==> config.mk <==
export PLATFORM = sky130hd
export DESIGN_NAME = bbe_engine
export DESIGN_NICKNAME = d
export VERILOG_FILES = /design/src/rtl/bbe_pkg.sv /design/src/rtl/bbe_engine.sv
export VERILOG_INCLUDE_DIRS = /design/src /design/src/rtl
export SDC_FILE = /design/constraint.sdc
export NUM_CORES = 2
export LEC_CHECK = 0
export BUFFER_PORTS_ARGS = -buffer_cell sky130_fd_sc_hd__buf_2
export CAP_MARGIN = 0
export CELL_PAD_IN_SITES_DETAIL_PLACEMENT = 0
export CELL_PAD_IN_SITES_GLOBAL_PLACEMENT = 1
export CORE_MARGIN = 2
export CORE_UTILIZATION = 45
export DETAILED_ROUTE_END_ITERATION = 8
export PLACE_DENSITY = 0.78
export SLEW_MARGIN = 20
export SYNTH_ARGS = -nofsm -noshare
export SYNTH_HDL_FRONTEND = slang
export SYNTH_SLANG_ARGS = --single-unit
==> constraint.sdc <==
create_clock -name core_clk -period 21.3 [get_ports core_clk]
set_input_delay 1.065 -clock core_clk [delete_from_list [all_inputs] [get_ports core_clk]]
set_output_delay 1.065 -clock core_clk [all_outputs]
set_load 0.01 [all_outputs]
==> src/rtl/bbe_params.svh <==
`ifndef BBE_PARAMS_SVH
`define BBE_PARAMS_SVH

// register indices; byte address is four times the index
`define BBE_IDX_CTRL1      8'h91
`define BBE_IDX_CTRL2      8'h92
`define BBE_IDX_OPACITY    8'hB5
`define BBE_IDX_FG_RED     8'hD2
`define BBE_IDX_FG_GREEN   8'hD3
`define BBE_IDX_FG_BLUE    8'hD4
`define BBE_IDX_BG_RED     8'hD5
`define BBE_IDX_BG_GREEN   8'hD6
`define BBE_IDX_BG_BLUE    8'hD7
`define BBE_IDX_WIDTH      8'h40
`define BBE_IDX_HEIGHT     8'h41
`define BBE_IDX_START      8'h42
`define BBE_IDX_STATUS     8'h43
`define BBE_IDX_HOSTDATA   8'h44
`define BBE_IDX_PALETTE    8'h45

// field positions
`define BBE_C1_START_HI    7
`define BBE_C1_START_LO    4
`define BBE_C1_OP_HI       3
`define BBE_C1_OP_LO       0
`define BBE_C2_DEPTH_HI    6
`define BBE_C2_DEPTH_LO    5
`define BBE_C2_PIXMODE     0
`define BBE_ST_BUSY        3
`define BBE_PAL_IDX_HI     17
`define BBE_PAL_IDX_LO     12

// operation codes in the low nibble of control one
`define BBE_OP_HOST_EXP    4'h0
`define BBE_OP_HOST_EXPT   4'h1
`define BBE_OP_MEM_EXP     4'h2
`define BBE_OP_MEM_EXPT    4'h3
`define BBE_OP_MEM_BLEND   4'h4
`define BBE_OP_HOST_BLEND  4'h5
`define BBE_OP_FILL        4'h6

// source depth codes
`define BBE_DEPTH_8        2'h0
`define BBE_DEPTH_16       2'h1
`define BBE_DEPTH_24       2'h2

// alpha scale: weights are in thirty-seconds
`define BBE_ALPHA_FULL     6'h20
`define BBE_ALPHA8_ONE     6'h0A
`define BBE_ALPHA8_TWO     6'h15
`define BBE_ALPHA_SHIFT    5

// reset values and bus answers
`define BBE_RST_BYTE       8'h00
`define BBE_RST_SIZE       16'h0000
`define BBE_RESP_OKAY      2'h0
`define BBE_RESP_SLVERR    2'h2

`endif

==> src/rtl/bbe_pkg.sv <==
package bbe_pkg;
	// engine sequencing states
	typedef enum logic {
		BBE_IDLE,
		BBE_RUN
	} bbe_state_t;
endpackage

==> src/rtl/bbe_engine.sv <==
// How it works
// - host expansion with transparency skips zero bits
// - blend primary and secondary pixels to destination
// - picture mode uses opacity register as alpha
// - 16-bit pixel mode: top nibble alpha, twelve-bit colour
// - 8-bit pixel mode: top two alpha, palette index
// - two-bit alpha maps 0, 10/32, 21/32, full
// - four-bit alpha maps 2n/32, fifteen is full
// - host blending takes primary pixels from host writes
// - memory expansion word width from depth field
// - split words MSB first, left to right
// - ones foreground, zeros background, extras discarded
// - memory expansion with transparency skips zero bits
// - solid fill writes foreground into whole window
// - foreground and background from three byte registers
// - sources and destination walk the window rectangle
// - status busy bit set while operating
`timescale 1ns/1ps
`default_nettype none
`include "bbe_params.svh"

// small first-in first-out buffer on the primary pixel path
module bbe_fifo #(
	parameter int W = 24,
	parameter int D = 4
) (
	// clock and reset
	input  wire logic         core_clk,
	input  wire logic         reset,
	input  wire logic         flush,
	// filling side
	input  wire logic         in_valid,
	output logic              in_ready,
	input  wire logic [W-1:0] in_data,
	// draining side
	output logic              out_valid,
	input  wire logic         out_ready,
	output logic [W-1:0]      out_data
);
	localparam int AW = (D > 1) ? $clog2(D) : 1;
	logic [W-1:0] mem_q [D];        // storage words
	logic [AW-1:0] wr_q;            // write pointer
	logic [AW-1:0] rd_q;            // read pointer
	logic [AW:0]   cnt_q;           // words held
	logic          push;
	logic          pop;

	if (D < 2 || (D & (D - 1)) != 0) begin : g_chk
		$error("bbe_fifo depth must be a power of two, at least 2");
	end

	assign in_ready  = (cnt_q != (AW+1)'(D));
	assign out_valid = (cnt_q != '0);
	assign out_data  = mem_q[rd_q];
	assign push      = in_valid && in_ready;
	assign pop       = out_valid && out_ready;

	// storage written only on push
	always_ff @(posedge core_clk) begin
		if (push) begin
			mem_q[wr_q] <= in_data;
		end
	end

	// pointers and count; flush drops leftovers of a previous run
	always_ff @(posedge core_clk) begin
		if (reset || flush) begin
			wr_q  <= '0;
			rd_q  <= '0;
			cnt_q <= '0;
		end else begin
			if (push) wr_q <= wr_q + 1'b1;
			if (pop) rd_q <= rd_q + 1'b1;
			cnt_q <= cnt_q + (AW+1)'(push) - (AW+1)'(pop);
		end
	end
endmodule // bbe_fifo

module bbe_engine import bbe_pkg::*; #(
	parameter int ADDR_W     = 12,
	parameter int FIFO_DEPTH = 4,
	parameter int HOST_BITS  = 16
) (
	// clock and reset
	input  wire logic              core_clk,
	input  wire logic              reset,
	// axi4-lite write address
	input  wire logic              s_axi_awvalid,
	output logic                   s_axi_awready,
	input  wire logic [ADDR_W-1:0] s_axi_awaddr,
	// axi4-lite write data
	input  wire logic              s_axi_wvalid,
	output logic                   s_axi_wready,
	input  wire logic [31:0]       s_axi_wdata,
	input  wire logic [3:0]        s_axi_wstrb,
	// axi4-lite write response
	output logic                   s_axi_bvalid,
	input  wire logic              s_axi_bready,
	output logic [1:0]             s_axi_bresp,
	// axi4-lite read
	input  wire logic              s_axi_arvalid,
	output logic                   s_axi_arready,
	input  wire logic [ADDR_W-1:0] s_axi_araddr,
	output logic                   s_axi_rvalid,
	input  wire logic              s_axi_rready,
	output logic [31:0]            s_axi_rdata,
	output logic [1:0]             s_axi_rresp,
	// primary source words read from display memory
	input  wire logic              pri_valid,
	output logic                   pri_ready,
	input  wire logic [23:0]       pri_data,
	// secondary source pixels read from display memory
	input  wire logic              sec_valid,
	output logic                   sec_ready,
	input  wire logic [23:0]       sec_data,
	// destination pixel stream, rgb888
	output logic                   dst_valid,
	input  wire logic              dst_ready,
	output logic [23:0]            dst_data,
	output logic                   dst_write,
	output logic [15:0]            dst_x,
	output logic [15:0]            dst_y
);
	if (ADDR_W < 11 || (HOST_BITS != 8 && HOST_BITS != 16)) begin : g_chk
		$error("bbe_engine: ADDR_W must exceed 10, HOST_BITS 8 or 16");
	end

	// register file
	logic [7:0]  ctrl1_q, ctrl2_q, opac_q;     // control and opacity
	logic [7:0]  fg_q [3];                     // foreground r,g,b
	logic [7:0]  bg_q [3];                     // background r,g,b
	logic [15:0] width_q, height_q;            // window size
	logic [11:0] pal_q [64];                   // palette memory, rgb444
	bbe_state_t  state_q;                      // engine state
	logic        busy_q;                       // mirrored into status
	logic [3:0]  op_q;                         // operation latched at start
	logic [15:0] x_q, y_q;                     // window walk
	logic [3:0]  bit_q;                        // current expansion bit
	logic        last_bit_q;                   // bit used by the last pixel
	// bus slave holding
	logic              aw_full_q, w_full_q;
	logic [ADDR_W-1:0] aw_addr_q;
	logic [31:0]       w_data_q;
	logic [3:0]        w_strb_q;
	// input holding stages
	logic        pri_full_q, sec_full_q;
	logic [23:0] pri_buf_q, sec_buf_q;

	// ---- operation classes ----
	logic is_exp, is_transp, is_blend, is_host, is_fill;
	assign is_exp    = op_q <= `BBE_OP_MEM_EXPT;
	assign is_transp = op_q == `BBE_OP_HOST_EXPT || op_q == `BBE_OP_MEM_EXPT;
	assign is_blend  = op_q == `BBE_OP_MEM_BLEND || op_q == `BBE_OP_HOST_BLEND;
	assign is_host   = op_q == `BBE_OP_HOST_EXP || op_q == `BBE_OP_HOST_EXPT
	                || op_q == `BBE_OP_HOST_BLEND;
	assign is_fill   = op_q == `BBE_OP_FILL;

	logic [1:0] depth;
	assign depth = ctrl2_q[`BBE_C2_DEPTH_HI:`BBE_C2_DEPTH_LO];

	// ---- bus write path ----
	logic [7:0] w_idx, r_idx;
	logic       w_hi_ok, r_hi_ok, w_is_host, w_commit, fifo_in_ready;
	assign w_idx     = aw_addr_q[9:2];
	assign r_idx     = s_axi_araddr[9:2];
	assign w_hi_ok   = aw_addr_q[ADDR_W-1:10] == '0;
	assign r_hi_ok   = s_axi_araddr[ADDR_W-1:10] == '0;
	assign w_is_host = w_hi_ok && w_idx == `BBE_IDX_HOSTDATA;
	// host data waits while the buffer is full: back-pressure via bvalid
	assign w_commit  = aw_full_q && w_full_q && !s_axi_bvalid
	                && (!w_is_host || !(busy_q && is_host) || fifo_in_ready);

	function automatic logic mapped(input logic [7:0] i);
		case (i)
			`BBE_IDX_CTRL1, `BBE_IDX_CTRL2, `BBE_IDX_OPACITY,
			`BBE_IDX_FG_RED, `BBE_IDX_FG_GREEN, `BBE_IDX_FG_BLUE,
			`BBE_IDX_BG_RED, `BBE_IDX_BG_GREEN, `BBE_IDX_BG_BLUE,
			`BBE_IDX_WIDTH, `BBE_IDX_HEIGHT, `BBE_IDX_START,
			`BBE_IDX_STATUS, `BBE_IDX_HOSTDATA, `BBE_IDX_PALETTE: mapped = 1'b1;
			default: mapped = 1'b0;
		endcase
	endfunction

	// address and data are taken independently, in either order
	always_ff @(posedge core_clk) begin
		if (reset) begin
			aw_full_q     <= 1'b0;
			w_full_q      <= 1'b0;
			s_axi_awready <= 1'b0;
			s_axi_wready  <= 1'b0;
			s_axi_bvalid  <= 1'b0;
			s_axi_bresp   <= `BBE_RESP_OKAY;
			aw_addr_q     <= '0;
			w_data_q      <= '0;
			w_strb_q      <= '0;
		end else begin
			if (s_axi_awvalid && s_axi_awready) begin
				aw_full_q <= 1'b1;
				aw_addr_q <= s_axi_awaddr;
			end else if (w_commit) begin
				aw_full_q <= 1'b0;
			end
			if (s_axi_wvalid && s_axi_wready) begin
				w_full_q <= 1'b1;
				w_data_q <= s_axi_wdata;
				w_strb_q <= s_axi_wstrb;
			end else if (w_commit) begin
				w_full_q <= 1'b0;
			end
			// ready only while the slot is empty and stays empty
			s_axi_awready <= !aw_full_q && !(s_axi_awvalid && s_axi_awready)
			              || w_commit;
			s_axi_wready  <= !w_full_q && !(s_axi_wvalid && s_axi_wready) || w_commit;
			if (w_commit) begin
				s_axi_bvalid <= 1'b1;
				s_axi_bresp  <= (w_hi_ok && mapped(w_idx)) ? `BBE_RESP_OKAY
				                                          : `BBE_RESP_SLVERR;
			end else if (s_axi_bready) begin
				s_axi_bvalid <= 1'b0;
			end
		end
	end

	// register stores; byte lane 0 for bytes, lanes 0-1 for sizes
	logic start_go;
	assign start_go = w_commit && w_hi_ok && w_idx == `BBE_IDX_START && w_strb_q[0]
	               && w_data_q[0] && state_q == BBE_IDLE
	               && width_q != '0 && height_q != '0;

	always_ff @(posedge core_clk) begin
		if (reset) begin
			ctrl1_q  <= `BBE_RST_BYTE;
			ctrl2_q  <= `BBE_RST_BYTE;
			opac_q   <= `BBE_RST_BYTE;
			fg_q     <= '{default: `BBE_RST_BYTE};
			bg_q     <= '{default: `BBE_RST_BYTE};
			width_q  <= `BBE_RST_SIZE;
			height_q <= `BBE_RST_SIZE;
		end else if (w_commit && w_hi_ok && w_strb_q[0]) begin
			case (w_idx)
				`BBE_IDX_CTRL1:    ctrl1_q  <= w_data_q[7:0];
				`BBE_IDX_CTRL2:    ctrl2_q  <= w_data_q[7:0];
				`BBE_IDX_OPACITY:  opac_q   <= w_data_q[7:0];
				`BBE_IDX_FG_RED:   fg_q[0]  <= w_data_q[7:0];
				`BBE_IDX_FG_GREEN: fg_q[1]  <= w_data_q[7:0];
				`BBE_IDX_FG_BLUE:  fg_q[2]  <= w_data_q[7:0];
				`BBE_IDX_BG_RED:   bg_q[0]  <= w_data_q[7:0];
				`BBE_IDX_BG_GREEN: bg_q[1]  <= w_data_q[7:0];
				`BBE_IDX_BG_BLUE:  bg_q[2]  <= w_data_q[7:0];
				`BBE_IDX_WIDTH:    width_q  <= w_data_q[15:0];
				`BBE_IDX_HEIGHT:   height_q <= w_data_q[15:0];
				default: ;
			endcase
		end
	end

	// palette fill, index and rgb444 in one word
	always_ff @(posedge core_clk) begin
		if (w_commit && w_hi_ok && w_idx == `BBE_IDX_PALETTE && w_strb_q[0]) begin
			pal_q[w_data_q[`BBE_PAL_IDX_HI:`BBE_PAL_IDX_LO]] <= w_data_q[11:0];
		end
	end

	// ---- bus read path: one cycle after the address is taken ----
	logic [31:0] rd_val;
	always_comb begin
		rd_val = '0;
		case (r_idx)
			`BBE_IDX_CTRL1:    rd_val[7:0]  = ctrl1_q;
			`BBE_IDX_CTRL2:    rd_val[7:0]  = ctrl2_q;
			`BBE_IDX_OPACITY:  rd_val[7:0]  = opac_q;
			`BBE_IDX_FG_RED:   rd_val[7:0]  = fg_q[0];
			`BBE_IDX_FG_GREEN: rd_val[7:0]  = fg_q[1];
			`BBE_IDX_FG_BLUE:  rd_val[7:0]  = fg_q[2];
			`BBE_IDX_BG_RED:   rd_val[7:0]  = bg_q[0];
			`BBE_IDX_BG_GREEN: rd_val[7:0]  = bg_q[1];
			`BBE_IDX_BG_BLUE:  rd_val[7:0]  = bg_q[2];
			`BBE_IDX_WIDTH:    rd_val[15:0] = width_q;
			`BBE_IDX_HEIGHT:   rd_val[15:0] = height_q;
			`BBE_IDX_STATUS:   rd_val[`BBE_ST_BUSY] = busy_q;
			default: ;
		endcase
	end

	always_ff @(posedge core_clk) begin
		if (reset) begin
			s_axi_arready <= 1'b0;
			s_axi_rvalid  <= 1'b0;
			s_axi_rdata   <= '0;
			s_axi_rresp   <= `BBE_RESP_OKAY;
		end else begin
			s_axi_arready <= !s_axi_rvalid && !(s_axi_arvalid && s_axi_arready);
			if (s_axi_arvalid && s_axi_arready) begin
				s_axi_rvalid <= 1'b1;
				s_axi_rdata  <= (r_hi_ok && mapped(r_idx)) ? rd_val : '0;
				s_axi_rresp  <= (r_hi_ok && mapped(r_idx)) ? `BBE_RESP_OKAY
				                                          : `BBE_RESP_SLVERR;
			end else if (s_axi_rready) begin
				s_axi_rvalid <= 1'b0;
			end
		end
	end

	// ---- source buffering ----
	logic        fifo_in_valid, fifo_out_valid, fifo_pop;
	logic [23:0] fifo_in_data, fifo_out_data;
	assign fifo_in_valid = is_host ? (w_commit && w_is_host && busy_q) : pri_full_q;
	assign fifo_in_data  = is_host ? w_data_q[23:0] : pri_buf_q;

	bbe_fifo #(.W(24), .D(FIFO_DEPTH)) u_fifo (
		.core_clk  (core_clk),
		.reset     (reset),
		.flush     (start_go),
		.in_valid  (fifo_in_valid),
		.in_ready  (fifo_in_ready),
		.in_data   (fifo_in_data),
		.out_valid (fifo_out_valid),
		.out_ready (fifo_pop),
		.out_data  (fifo_out_data)
	);

	// ---- pixel step ----
	logic need_src, fire, row_end, last_pix, cur_bit, sec_pop, pri_take, sec_take;
	logic [3:0] word_top, start_eff;
	assign need_src = is_exp || is_blend;
	assign fire     = busy_q && (!dst_valid || dst_ready)
	               && (!need_src || fifo_out_valid) && (!is_blend || sec_full_q);
	assign row_end  = x_q == width_q - 16'h0001;
	assign last_pix = row_end && y_q == height_q - 16'h0001;
	// word width: host width for host writes, else depth field
	assign word_top = is_host ? 4'(HOST_BITS - 1)
	                : (depth == `BBE_DEPTH_16 ? 4'hF : 4'h7);
	assign start_eff = ctrl1_q[`BBE_C1_START_HI:`BBE_C1_START_LO] & word_top;
	assign cur_bit  = fifo_out_data[bit_q];
	// a word is used up at bit zero; the rest of a row's word is dropped
	assign fifo_pop = fire && (is_blend || (is_exp && (bit_q == '0 || row_end)));
	assign sec_pop  = fire && is_blend;
	assign pri_take = pri_valid && pri_ready;
	assign sec_take = sec_valid && sec_ready;

	// one-word holding stages keep the ready outputs registered
	always_ff @(posedge core_clk) begin
		if (reset) begin
			pri_full_q <= 1'b0;
			sec_full_q <= 1'b0;
			pri_ready  <= 1'b0;
			sec_ready  <= 1'b0;
			pri_buf_q  <= '0;
			sec_buf_q  <= '0;
		end else begin
			if (pri_take) begin
				pri_full_q <= 1'b1;
				pri_buf_q  <= pri_data;
			end else if (start_go || (pri_full_q && fifo_in_ready && !is_host)) begin
				// start drops a word left over from the previous run
				pri_full_q <= 1'b0;
			end
			if (sec_take) begin
				sec_full_q <= 1'b1;
				sec_buf_q  <= sec_data;
			end else if (sec_pop || start_go) begin
				// a stale secondary pixel would shift the whole window
				sec_full_q <= 1'b0;
			end
			pri_ready <= busy_q && !is_host && need_src && !pri_full_q && !pri_take;
			sec_ready <= busy_q && is_blend && !sec_full_q && !sec_take;
		end
	end

	// ---- blending ----
	logic [23:0] p_rgb, s_rgb, blend_rgb;
	logic [5:0]  alpha;
	logic        pix_mode;
	assign pix_mode = ctrl2_q[`BBE_C2_PIXMODE] && depth != `BBE_DEPTH_24;

	function automatic logic [23:0] to_rgb(input logic [23:0] d, input logic [1:0] dp);
		case (dp)
			`BBE_DEPTH_8:  to_rgb = {d[7:5], 5'h00, d[4:2], 5'h00, d[1:0], 6'h00};
			`BBE_DEPTH_16: to_rgb = {d[15:11], 3'h0, d[10:5], 2'h0, d[4:0], 3'h0};
			default:       to_rgb = d;
		endcase
	endfunction

	function automatic logic [23:0] from444(input logic [11:0] c);
		from444 = {c[11:8], 4'h0, c[7:4], 4'h0, c[3:0], 4'h0};
	endfunction

	// channel blend in thirty-seconds, fraction truncated
	function automatic logic [7:0] mix(input logic [7:0] p, input logic [7:0] s,
	                                   input logic [5:0] a);
		logic [14:0] sum;
		sum = 15'(p * a) + 15'(s * (`BBE_ALPHA_FULL - a));
		mix = sum[7+`BBE_ALPHA_SHIFT:`BBE_ALPHA_SHIFT];
	endfunction

	always_comb begin
		p_rgb = to_rgb(fifo_out_data, depth);
		s_rgb = to_rgb(sec_buf_q, depth);
		alpha = (opac_q > 8'(`BBE_ALPHA_FULL)) ? `BBE_ALPHA_FULL : opac_q[5:0];
		if (pix_mode && depth == `BBE_DEPTH_16) begin
			s_rgb = from444(sec_buf_q[11:0]);
			alpha = (sec_buf_q[15:12] == 4'hF) ? `BBE_ALPHA_FULL
			      : {1'b0, sec_buf_q[15:12], 1'b0};
		end else if (pix_mode) begin
			s_rgb = from444(pal_q[sec_buf_q[5:0]]);
			case (sec_buf_q[7:6])
				2'h0:    alpha = 6'h00;
				2'h1:    alpha = `BBE_ALPHA8_ONE;
				2'h2:    alpha = `BBE_ALPHA8_TWO;
				default: alpha = `BBE_ALPHA_FULL;
			endcase
		end
		blend_rgb = {mix(p_rgb[23:16], s_rgb[23:16], alpha),
		             mix(p_rgb[15:8], s_rgb[15:8], alpha),
		             mix(p_rgb[7:0], s_rgb[7:0], alpha)};
	end

	// ---- sequencing ----
	always_ff @(posedge core_clk) begin
		if (reset) begin
			state_q <= BBE_IDLE;
			busy_q  <= 1'b0;
			op_q    <= `BBE_OP_FILL;
			x_q     <= '0;
			y_q     <= '0;
			bit_q   <= '0;
		end else begin
			case (state_q)
				BBE_IDLE: begin
					if (start_go) begin
						state_q <= BBE_RUN;
						busy_q  <= 1'b1;
						op_q    <= ctrl1_q[`BBE_C1_OP_HI:`BBE_C1_OP_LO];
						x_q     <= '0;
						y_q     <= '0;
						bit_q   <= start_eff;
					end
				end
				BBE_RUN: begin
					if (fire) begin
						bit_q <= (bit_q == '0 || row_end) ? start_eff : bit_q - 4'h1;
						if (last_pix) begin
							state_q <= BBE_IDLE;
							busy_q  <= 1'b0;
						end else if (row_end) begin
							x_q <= '0;
							y_q <= y_q + 16'h0001;
						end else begin
							x_q <= x_q + 16'h0001;
						end
					end
				end
				default: begin
					state_q <= BBE_IDLE;
					busy_q  <= 1'b0;
				end
			endcase
		end
	end

	// destination pixel register, held until taken
	always_ff @(posedge core_clk) begin
		if (reset) begin
			dst_valid  <= 1'b0;
			dst_data   <= '0;
			dst_write  <= 1'b0;
			dst_x      <= '0;
			dst_y      <= '0;
			last_bit_q <= 1'b0;
		end else if (fire) begin
			dst_valid  <= 1'b1;
			dst_x      <= x_q;
			dst_y      <= y_q;
			last_bit_q <= cur_bit;
			dst_write  <= !(is_exp && is_transp && !cur_bit);
			if (is_fill) begin
				dst_data <= {fg_q[0], fg_q[1], fg_q[2]};
			end else if (is_blend) begin
				dst_data <= blend_rgb;
			end else begin
				dst_data <= cur_bit ? {fg_q[0], fg_q[1], fg_q[2]}
				                    : {bg_q[0], bg_q[1], bg_q[2]};
			end
		end else if (dst_ready) begin
			dst_valid <= 1'b0;
		end
	end
endmodule // bbe_engine
`default_nettype wire

==> flow_summary.rst <==
.. list-table::
   :header-rows: 1

   * - Metric
     - Value
   * - Outcome
     - complete, no violations
   * - RSZ-0062 raised after global routing
     - false
   * - Top cells by area in the synthesized netlist
     - sky130_fd_sc_hd__edfxtp_1 (44%), sky130_fd_sc_hd__dfxtp_1 (11%), sky130_fd_sc_hd__mux4_2 (9.0%), sky130_fd_sc_hd__fa_1 (7.9%), sky130_fd_sc_hd__nand2_1 (4.2%)
   * - Proportion of layout cells with a drive suffix above 1
     - 16.6%
   * - Pre-CTS setup slack
     - 11.03 ns
   * - Final slew viol count
     - 0
   * - Endpoints failing hold
     - 0
   * - CTS Sinks
     - 1,195
   * - Most instantiated library cell after synthesis
     - sky130_fd_sc_hd__edfxtp_1
   * - Core region area
     - 0.130 mm²
   * - Period minus WS final
     - 10.21 ns
   * - Post-detailed-placement half-perimeter wirelength
     - 115,000 µm
   * - Clock latency at the later pin of the worst-skew pair
     - 0.78 ns
   * - Switch share
     - 21.0%
   * - Average via count per standard cell
     - 5.78
   * - Synthesized instance count
     - 4,619
   * - Chip Width
     - 366 µm
   * - Final clock skew
     - 0.0880 ns
   * - Commonest cells in the synthesized netlist
     - sky130_fd_sc_hd__edfxtp_1 (864), sky130_fd_sc_hd__nand2_1 (654), sky130_fd_sc_hd__nor2_1 (389)
   * - Post CTS Setup Buffer Count
     - 0
   * - CTS resizes
     - 0
   * - Yosys Warn Count
     - 0
   * - Quantity of hold-fixing buffers added after cts
     - 0
   * - Library cell occupying the most area in the post-synthesis netlist
     - sky130_fd_sc_hd__edfxtp_1
   * - Number of cells in the finished layout apart from fillers
     - 6,630
   * - Cell total after placement
     - 6,413
   * - Number of nets in the layout
     - 5,284
   * - H-tree depth reported by CTS
     - 3
   * - Final setup TNS
     - 0 ns
   * - Data arrival time at the worst-slack endpoint
     - 10.84 ns
   * - Area Overhead vs Synth
     - 11.6%
   * - Reg-to-reg startpoint
     - ctrl2_q[6]
   * - Number of cells on the worst reg-to-reg path
     - 32
   * - Reg2reg end
     - dst_data[22]
   * - Peak supply drop
     - 0.0655 mV
   * - Actual transition at the worst max-transition pin
     - 1.16 ns
   * - Initial core utilization
     - 45.5%
   * - Crit path largest cell delay
     - 0.76 ns
   * - Final worst setup slack
     - 11.09 ns
   * - TritonCTS clock tree
     - yes
   * - Clock Tree Buf Depth
     - 3
   * - Required time worst endpoint
     - 21.94 ns
   * - Worst hold-check path type
     - flop to flop
   * - Fin Hold WS
     - 0.449 ns
   * - TritonRoute pass-1 iters
     - 7
   * - Number of standard-cell rows in the floorplan
     - 132
   * - Seq/Total Area, Yosys
     - 55.1%
   * - Number of antenna violations at the first check in global routing
     - 4
   * - Max-cap violations
     - 0
   * - Buf/Inv on CP
     - 10
   * - Final Core Density
     - 50.7%
   * - Critical Path Source Type
     - flop
   * - Switch Pwr
     - 0.978 mW
   * - DRT Wirelength
     - 166,000 µm
   * - Number of buffers created by CTS
     - 118
   * - Number of global-route vias before repair
     - 38.1k
   * - Average routed wire per standard cell
     - 25.1 µm
   * - Post-synth EDFFs
     - 864
   * - CP max stage cell
     - sky130_fd_sc_hd__nor2_1
   * - Fin area
     - 0.0660 mm²
   * - Worst setup path endpoint
     - dst_data[22]
   * - Syn_area_per_cell
     - 12.8 µm²
   * - Static Leakage
     - 24.8 nW
   * - Residual DRC count
     - 0
   * - Critical path type
     - flop to flop
   * - Wire length of the first global-routing pass
     - 249,000 µm
   * - Post-synth cell types
     - 94
   * - Instance area after placement
     - 0.0621 mm²
   * - Final setup violation count
     - 0
   * - Root Driver
     - sky130_fd_sc_hd__clkbuf_16
   * - Chip Height
     - 366 µm
   * - ANT nets after route
     - 0
   * - Worst Setup End Kind
     - flop
   * - Power density normalized to cell area
     - 70.4 mW/mm²
   * - Stages on worst setup path
     - 32
   * - Port buffer count
     - 185
   * - Part of the cycle the worst path needs
     - 47.9%
   * - Internal Power
     - 3.67 mW
   * - Register share of total power
     - 53.7%
   * - Pin count of the biggest net entering global routing
     - 192
   * - Asr flop ratio synth
     - 0%
   * - Fmax
     - 98.0 MHz
   * - Number of DRC markers after the initial detailed-route iteration
     - 4,545
   * - Register-to-register setup slack
     - 11.09 ns
   * - Headroom to the max-slew limit
     - 22.7%
   * - Cell repeated most along the worst path
     - sky130_fd_sc_hd__inv_1
   * - Post-synth design cell area
     - 0.0591 mm²
   * - Comb power frac
     - 1.6%
   * - Number of top-level pins
     - 219
   * - Synth top area share
     - 43.9%
   * - Total Routing Usage GR
     - 24.7%
   * - Die ar.
     - 0.134 mm²
   * - Seq cells post-synth
     - 1,195
   * - Worst Setup SP
     - ctrl2_q[6]
   * - Total overflow reported by the global router
     - 0
   * - Clock slew seen by the registers of the worst setup and hold paths
     - 0.06 ns
   * - Post-layout power
     - 4.65 mW
   * - Worst path top cell family by delay
     - adder cells
   * - Top fanout value on the critical path
     - 60
   * - Last weighted congestion value of the routability-driven placer
     - 0.971
   * - Antenna cells
     - 0
   * - Via count of the routed design
     - 38.3k
   * - Most used DFF post-synth
     - sky130_fd_sc_hd__edfxtp_1
   * - Relative contribution of the clock network to total power
     - 44.7%
layer usage:
layer / GRT usage, % / vias to the layer above / routed length [µm]
li1: - / 16900 / -
met2: 38.4 / 1629 / 76600
met5: 0 / - / 46
met1: 34.9 / 19500 / 70000
met3: 5.07 / 263 / 14700
met4: 7.52 / 6 / 4860
registers in the layout, indices dropped and copies added (netlist names), 24 cells and up, named ones only:
| name | count |
|---|---|
| pri_buf_q | 24 |
| fg_q | 24 |
| bg_q | 24 |
| pal_q | 768 |
| w_data_q | 24 |
| u_fifo.mem_q | 96 |
| dst_data | 24 |
| sec_buf_q | 24 |
cell usage in the layout (no fill, tap or decap), types with 31 or more instances in the layout:
master                      instances
sky130_fd_sc_hd__nand3_1           59
sky130_fd_sc_hd__a21oi_1          256
sky130_fd_sc_hd__nor3_1            39
sky130_fd_sc_hd__xor2_1            32
sky130_fd_sc_hd__and2_1            55
sky130_fd_sc_hd__mux4_2           235
sky130_fd_sc_hd__inv_1            279
sky130_fd_sc_hd__ha_1             143
sky130_fd_sc_hd__nor2_1           372
sky130_fd_sc_hd__nand2b_1          32
sky130_fd_sc_hd__edfxtp_1         864
sky130_fd_sc_hd__dfxtp_1          313
sky130_fd_sc_hd__xnor2_1           94
sky130_fd_sc_hd__nor2b_1           31
sky130_fd_sc_hd__clkbuf_1          35
sky130_fd_sc_hd__a22oi_1           43
sky130_fd_sc_hd__o21ai_0           64
sky130_fd_sc_hd__mux2i_1          123
sky130_fd_sc_hd__buf_4            119
sky130_fd_sc_hd__nand2_1          654
sky130_fd_sc_hd__clkbuf_16        119
sky130_fd_sc_hd__buf_2            184
sky130_fd_sc_hd__fa_1             232
power by group through the flow:
stage	sequential [mW]	combinational (mW)	clock (mW)
floorplan	2.55	0.0293	0
global placement	2.54	0.0700	0
detailed placement	2.55	0.0723	0
CTS	2.50	0.0723	2.10
global route	2.49	0.0787	2.19
finish	2.50	0.0732	2.08
final cells by class:
class,count,area (µm²)
repair buffers,307,1890
clock buffers,160,3190
clock inverters,57,657
fillers,11100,64000
well taps,1742,2180
inverters,281,1050
flip-flops and latches,1195,32600
multi-input cells,2888,24400
cell families (layout without fill, tap and decap cells):
logic type | Yosys count | count (layout) | synth area share (%)
AO/OA/AOI/OAI | 573 | 573 | 6.16
XOR/XNOR | 129 | 129 | 1.91
adder cells (fa/ha/maj) | 375 | 375 | 10.9
buffers and inverters | 553 | 805 | 3.94
flip-flops | 1195 | 1195 | 55.1
multiplexers | 378 | 378 | 11.4
other | 1 | 18 | 0.00634
AND/OR/NAND/NOR | 1415 | 1415 | 10.6
how the worst min path moves through the flow:
stage / start / to / depth (start not counted)
2_1_floorplan: sec_full_q / sec_ready / 1
4_1_cts: s_axi_rvalid / s_axi_arready / 1
6_report: s_axi_rvalid / s_axi_arready / 1
3_3_place_gp: s_axi_rvalid / s_axi_arready / 1
5_1_grt: s_axi_rvalid / s_axi_arready / 1
3_5_place_dp: s_axi_rvalid / s_axi_arready / 1
(Power assumes the default switching activity.)
